### config.mk
export PLATFORM = sky130hd
export DESIGN_NAME = ccp_core
export DESIGN_NICKNAME = d
export VERILOG_FILES = /design/src/inc/ccp_pkg.sv /design/src/rtl/ccp_core.sv
export SDC_FILE = /design/constraint.sdc
export NUM_CORES = 1
export LEC_CHECK = 0
export BUFFER_PORTS_ARGS = -buffer_cell sky130_fd_sc_hd__buf_2
export CAP_MARGIN = 15
export CORE_MARGIN = 2
export CORE_UTILIZATION = 65
export DETAILED_ROUTE_END_ITERATION = 12
export PLACE_DENSITY = 0.86
export SLEW_MARGIN = 20
export SYNTH_ARGS = -nofsm -noshare
export SYNTH_HDL_FRONTEND = slang
export SYNTH_SLANG_ARGS = --single-unit
### constraint.sdc
create_clock -name CLK -period 4.2 [get_ports CLK]
set_clock_uncertainty 0.2 [all_clocks]
set_input_delay 0.21 -clock CLK [delete_from_list [all_inputs] [get_ports CLK]]
set_output_delay 0.21 -clock CLK [all_outputs]
set_load 0.05 [all_outputs]
### src/inc/ccp_pkg.sv
// Purpose: Shared constants and carriers for the two-channel capture/compare/PWM block
// Assumes: 8-bit register port, one 20 MHz core clock
// Notes:   Offsets are byte addresses of the register port
package ccp_pkg;
   localparam logic [7:0] ADDR_FLAGS   = 8'h0c;
   localparam logic [7:0] ADDR_CTRL1   = 8'h17;
   localparam logic [7:0] ADDR_CTRL2   = 8'h1d;
   localparam logic [7:0] ADDR_ENABLES = 8'h8c;
   localparam logic [7:0] ADDR_DUTY1   = 8'h15;
   localparam logic [7:0] ADDR_DUTY2   = 8'h1b;
   localparam logic [7:0] ADDR_CMP1_LO = 8'h13;
   localparam logic [7:0] ADDR_CMP1_HI = 8'h14;
   localparam logic [7:0] ADDR_CMP2_LO = 8'h19;
   localparam logic [7:0] ADDR_CMP2_HI = 8'h1a;
   localparam logic [7:0] ADDR_CAP1_LO = 8'h10;
   localparam logic [7:0] ADDR_CAP1_HI = 8'h11;
   localparam logic [7:0] ADDR_CAP2_LO = 8'h1e;
   localparam logic [7:0] ADDR_CAP2_HI = 8'h1f;
   localparam logic [7:0] BYTE_ZERO    = 8'h00;
   // Flag bit positions
   localparam int FLG_WIDE  = 0;
   localparam int FLG_PER   = 1;
   localparam int FLG_CH1   = 2;
   localparam int FLG_SYNC  = 3;
   localparam int FLG_TXE   = 4;
   localparam int FLG_RXF   = 5;
   localparam int FLG_CONV  = 6;
   localparam int FLG_PAR   = 7;
   // Writable flag bits: all but the two live serial bits
   localparam logic [7:0] FLAG_WMASK = 8'hcf;
   // Channel control fields
   localparam int CTL_MODE_LSB = 0;
   localparam int CTL_DLO_LSB  = 4;
   localparam logic [7:0] CTRL_WMASK = 8'h3f;
   typedef enum logic [3:0]
   {
      MODE_OFF    = 4'h0,
      MODE_CAP_F  = 4'h4,
      MODE_CAP_R  = 4'h5,
      MODE_CAP_R4 = 4'h6,
      MODE_CAP_R16= 4'h7,
      MODE_CMP_HI = 4'h8,
      MODE_CMP_LO = 4'h9,
      MODE_CMP_SW = 4'ha,
      MODE_CMP_SE = 4'hb
   } mode_type;
   localparam logic [1:0] PWM_TOP = 2'h3;
   localparam logic [3:0] PRESC_4  = 4'h3;
   localparam logic [3:0] PRESC_16 = 4'hf;
   // Peripheral event inputs
   typedef struct packed
   {
      logic wide_ovf;
      logic period_match;
      logic sync_serial;
      logic tx_empty;
      logic rx_full;
      logic conv_done;
      logic par_access;
   } events_type;
   // Per-channel state
   typedef struct packed
   {
      logic [7:0]  ctrl;
      logic [7:0]  duty_hi;
      logic [15:0] cmp;
      logic [15:0] cap;
      logic [3:0]  presc;
      logic        pin_d;
      logic        out;
      logic [9:0]  duty_latch;
   } chan_type;
endpackage

### src/rtl/ccp_core.sv
// Purpose: Two capture/compare/PWM channels with the peripheral event flag register
// Assumes: Timers, serial, converter and parallel port live outside and report here
// Notes:   Flags are sticky except live bits 4 and 5, set wins over a software write of zero
//
// Contract
// - Mode zero disables channel, resets its state
// - Capture on falling, rising, 4th, 16th edge
// - Mode 1000 drives output high on match
// - Mode 1001 drives output low on match
// - Mode 1010 flags only, pin unchanged
// - Flags set regardless of enables
// - Channel one flag set on capture, sticky
// - Channel one flag on compare, unused in PWM
// - Bit 1 set on narrow timer period match
// - Bit 0 set on wide timer overflow
// - Bit 5 shows receive buffer full, read-only
// - Bit 4 shows transmit buffer empty, read-only
// - Bit 7 set on parallel port access, sticky
// - Bit 6 set on conversion done, sticky
// - Bit 3 set on sync serial event, sticky
//
// The address-and-strobe port was decided locally.
`timescale 1ns/1ns
`default_nettype none
module ccp_core
(
   input  wire logic              CLK,          // Core clock, 20 MHz
   input  wire logic              RSTN,         // Asynchronous reset, active low
   input  wire logic [7:0]        ADDR,         // Register address
   input  wire logic [7:0]        WDATA,        // Write data
   input  wire logic              WR,           // Write strobe
   input  wire logic              RD,           // Read strobe
   output var  logic [7:0]        RDATA,        // Read data, cycle after RD
   input  wire logic [15:0]       WIDE_TIMER,   // Wide timer count
   input  wire logic [7:0]        NARROW_TIMER, // Narrow timer count
   input  wire logic [1:0]        NARROW_FINE,  // Fine bits extending narrow timer
   input  wire ccp_pkg::events_type EVENTS,     // Peripheral event pulses and levels
   input  wire logic [1:0]        CH_PIN,       // Channel capture pins
   output var  logic [1:0]        CH_OUT,       // Channel compare/PWM outputs
   output var  logic              TIMER_RESET,  // Special event timer reset pulse
   output var  logic              CONV_START,   // Special event conversion start pulse
   output var  logic              IRQ           // Level interrupt
);

   typedef struct packed
   {
      ccp_pkg::chan_type [1:0] ch;
      logic [7:0]              flags;
      logic [7:0]              enables;
      logic [7:0]              rdata;
      logic                    tmr_rst;
      logic                    conv;
      logic                    irq;
   } state_type;

   state_type s_r;
   state_type s_nxt;
   logic [1:0] hit;       // Channel event this cycle
   logic [7:0] flag_view;

   // Live serial bits are never stored; they follow their buffers
   always_comb
   begin
      flag_view = s_r.flags;
      flag_view[ccp_pkg::FLG_RXF] = EVENTS.rx_full;
      flag_view[ccp_pkg::FLG_TXE] = EVENTS.tx_empty;
   end

   // Next-state logic for channels, flags and register port
   always_comb
   begin
      logic [3:0] md;
      logic       rise;
      logic       fall;
      logic [7:0] wmask;
      s_nxt = s_r;
      s_nxt.tmr_rst = 1'b0;
      s_nxt.conv = 1'b0;
      s_nxt.rdata = ccp_pkg::BYTE_ZERO;
      hit = 2'b00;
      md = 4'h0;
      rise = 1'b0;
      fall = 1'b0;
      wmask = ccp_pkg::BYTE_ZERO;
      for (int c = 0; c < 2; c++)
      begin
         md = s_r.ch[c].ctrl[3:0];
         rise = CH_PIN[c] & ~s_r.ch[c].pin_d;
         fall = ~CH_PIN[c] & s_r.ch[c].pin_d;
         s_nxt.ch[c].pin_d = CH_PIN[c];
         if (md[3:2] == ccp_pkg::PWM_TOP)
         begin
            // 10-bit duty, latched at each period start
            if (NARROW_TIMER == 8'h00 && NARROW_FINE == 2'b00)
               s_nxt.ch[c].duty_latch = {s_r.ch[c].duty_hi, s_r.ch[c].ctrl[5:4]};
            s_nxt.ch[c].out = ({NARROW_TIMER, NARROW_FINE} < s_r.ch[c].duty_latch);
         end
         else if (md[3])
         begin
            if (WIDE_TIMER == s_r.ch[c].cmp)
            begin
               hit[c] = 1'b1;
               case (md)
                  ccp_pkg::MODE_CMP_HI: s_nxt.ch[c].out = 1'b1;
                  ccp_pkg::MODE_CMP_LO: s_nxt.ch[c].out = 1'b0;
                  ccp_pkg::MODE_CMP_SW: s_nxt.ch[c].out = s_r.ch[c].out;
                  ccp_pkg::MODE_CMP_SE:
                  begin
                     s_nxt.tmr_rst = 1'b1;
                     if (c == 1)
                        s_nxt.conv = 1'b1;
                  end
                  default: s_nxt.ch[c].out = s_r.ch[c].out;
               endcase
            end
         end
         else if (md[2])
         begin
            // Edge select and prescaler for capture
            case (md)
               ccp_pkg::MODE_CAP_F: hit[c] = fall;
               ccp_pkg::MODE_CAP_R: hit[c] = rise;
               ccp_pkg::MODE_CAP_R4:
                  hit[c] = rise && (s_r.ch[c].presc == ccp_pkg::PRESC_4);
               ccp_pkg::MODE_CAP_R16:
                  hit[c] = rise && (s_r.ch[c].presc == ccp_pkg::PRESC_16);
               default: hit[c] = 1'b0;
            endcase
            if (rise)
               s_nxt.ch[c].presc = (hit[c]) ? 4'h0 : s_r.ch[c].presc + 4'h1;
            if (hit[c])
               s_nxt.ch[c].cap = WIDE_TIMER;
         end
         else if (md == ccp_pkg::MODE_OFF)
         begin
            // Disabled channel holds its output, prescaler, capture and latched duty at reset
            s_nxt.ch[c].out = 1'b0;
            s_nxt.ch[c].presc = 4'h0;
            s_nxt.ch[c].cap = 16'h0000;
            s_nxt.ch[c].duty_latch = 10'h000;
         end
      end

      // Register writes; software may only clear or set stored flag bits
      if (WR)
      begin
         case (ADDR)
            ccp_pkg::ADDR_FLAGS:
            begin
               wmask = ccp_pkg::FLAG_WMASK;
               s_nxt.flags = (WDATA & wmask) | (s_r.flags & ~wmask);
            end
            ccp_pkg::ADDR_ENABLES: s_nxt.enables = WDATA;
            ccp_pkg::ADDR_CTRL1:
            begin
               s_nxt.ch[0].ctrl = WDATA & ccp_pkg::CTRL_WMASK;
               if (WDATA[3:0] != s_r.ch[0].ctrl[3:0])
                  s_nxt.ch[0].presc = 4'h0;  // Mode change restarts prescaler
            end
            ccp_pkg::ADDR_CTRL2:
            begin
               s_nxt.ch[1].ctrl = WDATA & ccp_pkg::CTRL_WMASK;
               if (WDATA[3:0] != s_r.ch[1].ctrl[3:0])
                  s_nxt.ch[1].presc = 4'h0;
            end
            ccp_pkg::ADDR_DUTY1:   s_nxt.ch[0].duty_hi = WDATA;
            ccp_pkg::ADDR_DUTY2:   s_nxt.ch[1].duty_hi = WDATA;
            ccp_pkg::ADDR_CMP1_LO: s_nxt.ch[0].cmp[7:0] = WDATA;
            ccp_pkg::ADDR_CMP1_HI: s_nxt.ch[0].cmp[15:8] = WDATA;
            ccp_pkg::ADDR_CMP2_LO: s_nxt.ch[1].cmp[7:0] = WDATA;
            ccp_pkg::ADDR_CMP2_HI: s_nxt.ch[1].cmp[15:8] = WDATA;
            default: s_nxt.enables = s_r.enables;
         endcase
      end

      // Hardware sets come last so they win over a clearing write
      if (hit[0])
         s_nxt.flags[ccp_pkg::FLG_CH1] = 1'b1;
      if (EVENTS.wide_ovf)
         s_nxt.flags[ccp_pkg::FLG_WIDE] = 1'b1;
      if (EVENTS.period_match)
         s_nxt.flags[ccp_pkg::FLG_PER] = 1'b1;
      if (EVENTS.sync_serial)
         s_nxt.flags[ccp_pkg::FLG_SYNC] = 1'b1;
      if (EVENTS.conv_done)
         s_nxt.flags[ccp_pkg::FLG_CONV] = 1'b1;
      if (EVENTS.par_access)
         s_nxt.flags[ccp_pkg::FLG_PAR] = 1'b1;
      s_nxt.flags[ccp_pkg::FLG_RXF] = 1'b0;
      s_nxt.flags[ccp_pkg::FLG_TXE] = 1'b0;

      // Read mux, data shown one cycle after the strobe
      if (RD)
      begin
         case (ADDR)
            ccp_pkg::ADDR_FLAGS:   s_nxt.rdata = flag_view;
            ccp_pkg::ADDR_ENABLES: s_nxt.rdata = s_r.enables;
            ccp_pkg::ADDR_CTRL1:   s_nxt.rdata = s_r.ch[0].ctrl;
            ccp_pkg::ADDR_CTRL2:   s_nxt.rdata = s_r.ch[1].ctrl;
            ccp_pkg::ADDR_DUTY1:   s_nxt.rdata = s_r.ch[0].duty_hi;
            ccp_pkg::ADDR_DUTY2:   s_nxt.rdata = s_r.ch[1].duty_hi;
            ccp_pkg::ADDR_CMP1_LO: s_nxt.rdata = s_r.ch[0].cmp[7:0];
            ccp_pkg::ADDR_CMP1_HI: s_nxt.rdata = s_r.ch[0].cmp[15:8];
            ccp_pkg::ADDR_CMP2_LO: s_nxt.rdata = s_r.ch[1].cmp[7:0];
            ccp_pkg::ADDR_CMP2_HI: s_nxt.rdata = s_r.ch[1].cmp[15:8];
            ccp_pkg::ADDR_CAP1_LO: s_nxt.rdata = s_r.ch[0].cap[7:0];
            ccp_pkg::ADDR_CAP1_HI: s_nxt.rdata = s_r.ch[0].cap[15:8];
            ccp_pkg::ADDR_CAP2_LO: s_nxt.rdata = s_r.ch[1].cap[7:0];
            ccp_pkg::ADDR_CAP2_HI: s_nxt.rdata = s_r.ch[1].cap[15:8];
            default:               s_nxt.rdata = ccp_pkg::BYTE_ZERO;
         endcase
      end

      // Interrupt from enabled flags; flags themselves ignore enables
      s_nxt.irq = |(s_nxt.flags & s_nxt.enables)
                | (EVENTS.rx_full & s_nxt.enables[ccp_pkg::FLG_RXF])
                | (EVENTS.tx_empty & s_nxt.enables[ccp_pkg::FLG_TXE]);
   end

   // State register
   always_ff @(posedge CLK or negedge RSTN)
   begin
      if (!RSTN)
         s_r <= '0;
      else
         s_r <= s_nxt;
   end

   assign RDATA = s_r.rdata;
   assign CH_OUT = {s_r.ch[1].out, s_r.ch[0].out};
   assign TIMER_RESET = s_r.tmr_rst;
   assign CONV_START = s_r.conv;
   assign IRQ = s_r.irq;
endmodule
`default_nettype wire

==> impl_metrics.env <==
export IMPL_syn2layout_area_growth_pct=14.2
export IMPL_pin_count=68
export IMPL_power_per_cell_area_nw_per_um2=377
export IMPL_overall_via_count_from_detail_route=7135
export IMPL_area_of_the_mapped_netlist_um2=8470
export IMPL_run_status="completed"
export IMPL_timing_final_max_slew_violations=0
export IMPL_rows=41
export IMPL_ant_nets=0
export IMPL_crit_arrival_ps=3410
export IMPL_holdBufCountCts=30
export IMPL_numPlacedInstances=1037
export IMPL_synth_distinct_cells=68
export IMPL_dr_first_iter_drc_count=884
export IMPL_die_x_um=118
export IMPL_die_area_um2=14000
export IMPL_synth_main_ff_cell="sky130_fd_sc_hd__dfrtp_1"
export IMPL_drc=0
export IMPL_ys_ff_latch=149
export IMPL_first_global_vias=7036
export IMPL_mappedNetlistNets=941
export IMPL_final_util=0.764
export IMPL_cts_repair_resize_count=0
export IMPL_clock_sinks=149
export IMPL_cap_viol_max_count=0
export IMPL_antenna_found_initial=0
export IMPL_endpoint_worst_hold="s_r[135]"
export IMPL_ff2ff_path_depth=7
export IMPL_terminus_of_the_critical_flop_to_flop_path="s_r[117]"
export IMPL_detailedRoute_firstPassIterationCount=8
export IMPL_hold_path_class="in -> reg"
export IMPL_buffer_ports_inserted=67
export IMPL_setup_tns_ps=0
export IMPL_vdd_drop_max_mv=0.284
export IMPL_floorplan_initialDensity=0.669
export IMPL_route_detailed_wl_per_inst_um=21.4
export IMPL_gr_usage_all_layers=0.349
export IMPL_worstSetupStartpointType="primary input"
export IMPL_synth_largest_area_cell="sky130_fd_sc_hd__dfrtp_1"
export IMPL_ys_seq_area_frac=0.440
export IMPL_ff2ff_setup_slack_ps=970
export IMPL_hold_depth=2
export IMPL_hold_violations=0
export IMPL_cts_inserted_buffers=17
export IMPL_cts_max_level=4
export IMPL_routed_wl_mm=23.6
export IMPL_synthesis_instances=855
export IMPL_finalHoldWorstSlack_ps=14.6
export IMPL_timing_slew_headroom=0.275
export IMPL_overflow=0
export IMPL_grt_pass1_wl_mm=37.5
export IMPL_final_layout_size_suffix_gt1_frac=0.180
export IMPL_cts_clk_slew_worst_paths_ps=60
export IMPL_synth_warnings=0
export IMPL_cts_root_to_sink_buffers=2
export IMPL_timing_worst_slew_pin_value_ps=1080
export IMPL_finalCritPeriodShare=0.786
export IMPL_post_synth_top_count_cell="sky130_fd_sc_hd__dfrtp_1"
export IMPL_syn_avg_cell_area_um2=9.91
export IMPL_synth_commonest_cells="149 x sky130_fd_sc_hd__dfrtp_1, 110 x sky130_fd_sc_hd__nand2_1, 64 x sky130_fd_sc_hd__o21ai_0, 47 x sky130_fd_sc_hd__mux2_2, 40 x sky130_fd_sc_hd__xor2_1"
export IMPL_power_leakage_nw=4.55
export IMPL_async_reset_ff_frac=1.00
export IMPL_path_max_fanout=25
export IMPL_post_layout_total_power_mw=3.65
export IMPL_hp_start="WDATA[4]"
export IMPL_ranking_of_synthesized_cells_by_area="sky130_fd_sc_hd__dfrtp_1 44%, sky130_fd_sc_hd__mux2_2 6.2%, sky130_fd_sc_hd__nand2_1 4.9%"
export IMPL_number_of_synthesized_flops_with_an_enable_pin=0
export IMPL_detail_route_vias_per_cell=6.49
export IMPL_hpwl_mm=16.3
export IMPL_worst_skew_pair_late_latency_ps=430
export IMPL_die_h_um=118
export IMPL_placer_congestion=0.961
export IMPL_finalSetupViolations=0
export IMPL_postLayoutCellArea_um2=9680
export IMPL_nNetsFinal=1000
export IMPL_n_fill_cell=855
export IMPL_pre_cts_ws_ps=613
export IMPL_grt_max_degree=79
export IMPL_path_class="in -> reg"
export IMPL_place_area_um2=8780
export IMPL_antennaDiodeCount=0
export IMPL_cts_repair_timing_setup_buffer_count=0
export IMPL_critPathCaptureType="flip-flop"
export IMPL_r2r_start="s_r[149]"
export IMPL_layout_setup_ws_ps=897
export IMPL_finish_cell_count_without_fillers=1099
export IMPL_min_period_ps=3300
export IMPL_timing_fmax_mhz=303
export IMPL_required_ps=4310
export IMPL_cts_root_buffer_cell="sky130_fd_sc_hd__clkbuf_16"
export IMPL_design_core_area_um2=12700
export IMPL_tritoncts="yes"
export IMPL_setup_repair_after_global_routing_missed_its_margin="no"
export IMPL_synth_top_cell_area_share=0.440
## registers in the layout, indices dropped and copies added, names as in the netlist
name / count
CH_OUT: 2
CONV_START: 1
IRQ: 1
RDATA: 8
TIMER_RESET: 1
flag_view: 6
s_r: 130
## power breakdown
group / switching (mW) / leakage (nW) / internal [mW] / total [mW]
registers: 0.101 / 1.98 / 1.52 / 1.62
logic: 0.301 / 2.29 / 0.203 / 0.505
clock network: 0.577 / 0.284 / 0.943 / 1.52
## area by class of cell
class | count | area [um2] | share of cell area
Multi-Input combinational cell | 613 | 4350 | 0.449
Clock buffer | 22 | 454 | 0.0469
Sequential cell | 149 | 3730 | 0.385
Inverter | 33 | 124 | 0.0128
Tap cell | 172 | 215 | 0.0222
Timing Repair Buffer | 100 | 677 | 0.0699
Clock inverter | 10 | 130 | 0.0134
## worst max path at each step
| stage | start | endpoint | slack, ps | cells after the start |
|---|---|---|---|---|
| global placement | ADDR[0] | IRQ | 750 | 7 |
| CTS | s_r[149] | s_r[117] | 870 | 7 |
| finish | ADDR[0] | flag_view[7] | 900 | 7 |
| global route | ADDR[0] | IRQ | 650 | 7 |
| floorplan | ADDR[1] | IRQ | 1870 | 8 |
| detailed placement | ADDR[0] | IRQ | 610 | 7 |
## kinds of logic after synthesis
group / after synthesis / share of synthesized area
multiplexers: 95 / 0.122
AND/OR/NAND/NOR: 247 / 0.149
flip-flops: 149 / 0.440
adder cells (fa/ha/maj): 31 / 0.0458
buffers and inverters: 93 / 0.0493
XOR/XNOR: 40 / 0.0413
AO/OA/AOI/OAI: 200 / 0.152
## cells in the final DEF, fill, tap and decap left out, types with 4 or more instances in the layout
cell / netlist / final
sky130_fd_sc_hd__buf_2: 7 / 66
sky130_fd_sc_hd__a211o_1: 4 / 4
sky130_fd_sc_hd__nand2b_1: 4 / 4
sky130_fd_sc_hd__clkbuf_16: 0 / 17
sky130_fd_sc_hd__nor2_4: 4 / 4
sky130_fd_sc_hd__a31oi_1: 12 / 12
sky130_fd_sc_hd__mux2_1: 18 / 18
sky130_fd_sc_hd__nand3_1: 19 / 19
sky130_fd_sc_hd__clkbuf_1: 36 / 4
sky130_fd_sc_hd__mux2i_1: 29 / 29
sky130_fd_sc_hd__dfrtp_1: 149 / 149
sky130_fd_sc_hd__and2_1: 4 / 4
sky130_fd_sc_hd__nand3b_1: 4 / 4
sky130_fd_sc_hd__and3_1: 4 / 4
sky130_fd_sc_hd__inv_1: 33 / 33
sky130_fd_sc_hd__nor4_1: 12 / 12
sky130_fd_sc_hd__o21ai_1: 4 / 4
sky130_fd_sc_hd__dlygate4sd3_1: 0 / 30
sky130_fd_sc_hd__a21oi_1: 38 / 38
sky130_fd_sc_hd__o21ai_0: 64 / 64
sky130_fd_sc_hd__a22o_1: 22 / 22
sky130_fd_sc_hd__a22oi_1: 6 / 6
sky130_fd_sc_hd__or3_1: 4 / 4
sky130_fd_sc_hd__ha_1: 31 / 31
sky130_fd_sc_hd__nand2_1: 110 / 110
sky130_fd_sc_hd__nor3_1: 9 / 9
sky130_fd_sc_hd__mux2_2: 47 / 47
sky130_fd_sc_hd__o22ai_1: 15 / 15
sky130_fd_sc_hd__clkinv_2: 0 / 5
sky130_fd_sc_hd__nor3_2: 4 / 4
sky130_fd_sc_hd__nor2b_1: 12 / 12
sky130_fd_sc_hd__nand4_1: 7 / 7
sky130_fd_sc_hd__xor2_1: 40 / 40
sky130_fd_sc_hd__nor2_1: 31 / 31
## layer usage
| metal | wire length, um | vias up | global-route usage |
|---|---|---|---|
| met5 | 0 | - | 0 |
| met4 | 1140 | 0 | 0.180 |
| met3 | 2140 | 91 | 0.0705 |
| met2 | 11100 | 442 | 0.555 |
| met1 | 9120 | 3433 | 0.454 |
| li1 | - | 3169 | - |
## critical path: stages
cell and delay [ps]:
sky130_fd_sc_hd__buf_2 250, sky130_fd_sc_hd__nor2_1 740, sky130_fd_sc_hd__nand4_1 650, sky130_fd_sc_hd__nor2_2 610, sky130_fd_sc_hd__nor2b_1 100, sky130_fd_sc_hd__a211o_1 280, sky130_fd_sc_hd__dlygate4sd3_1 560
(Power assumes the default switching activity.)
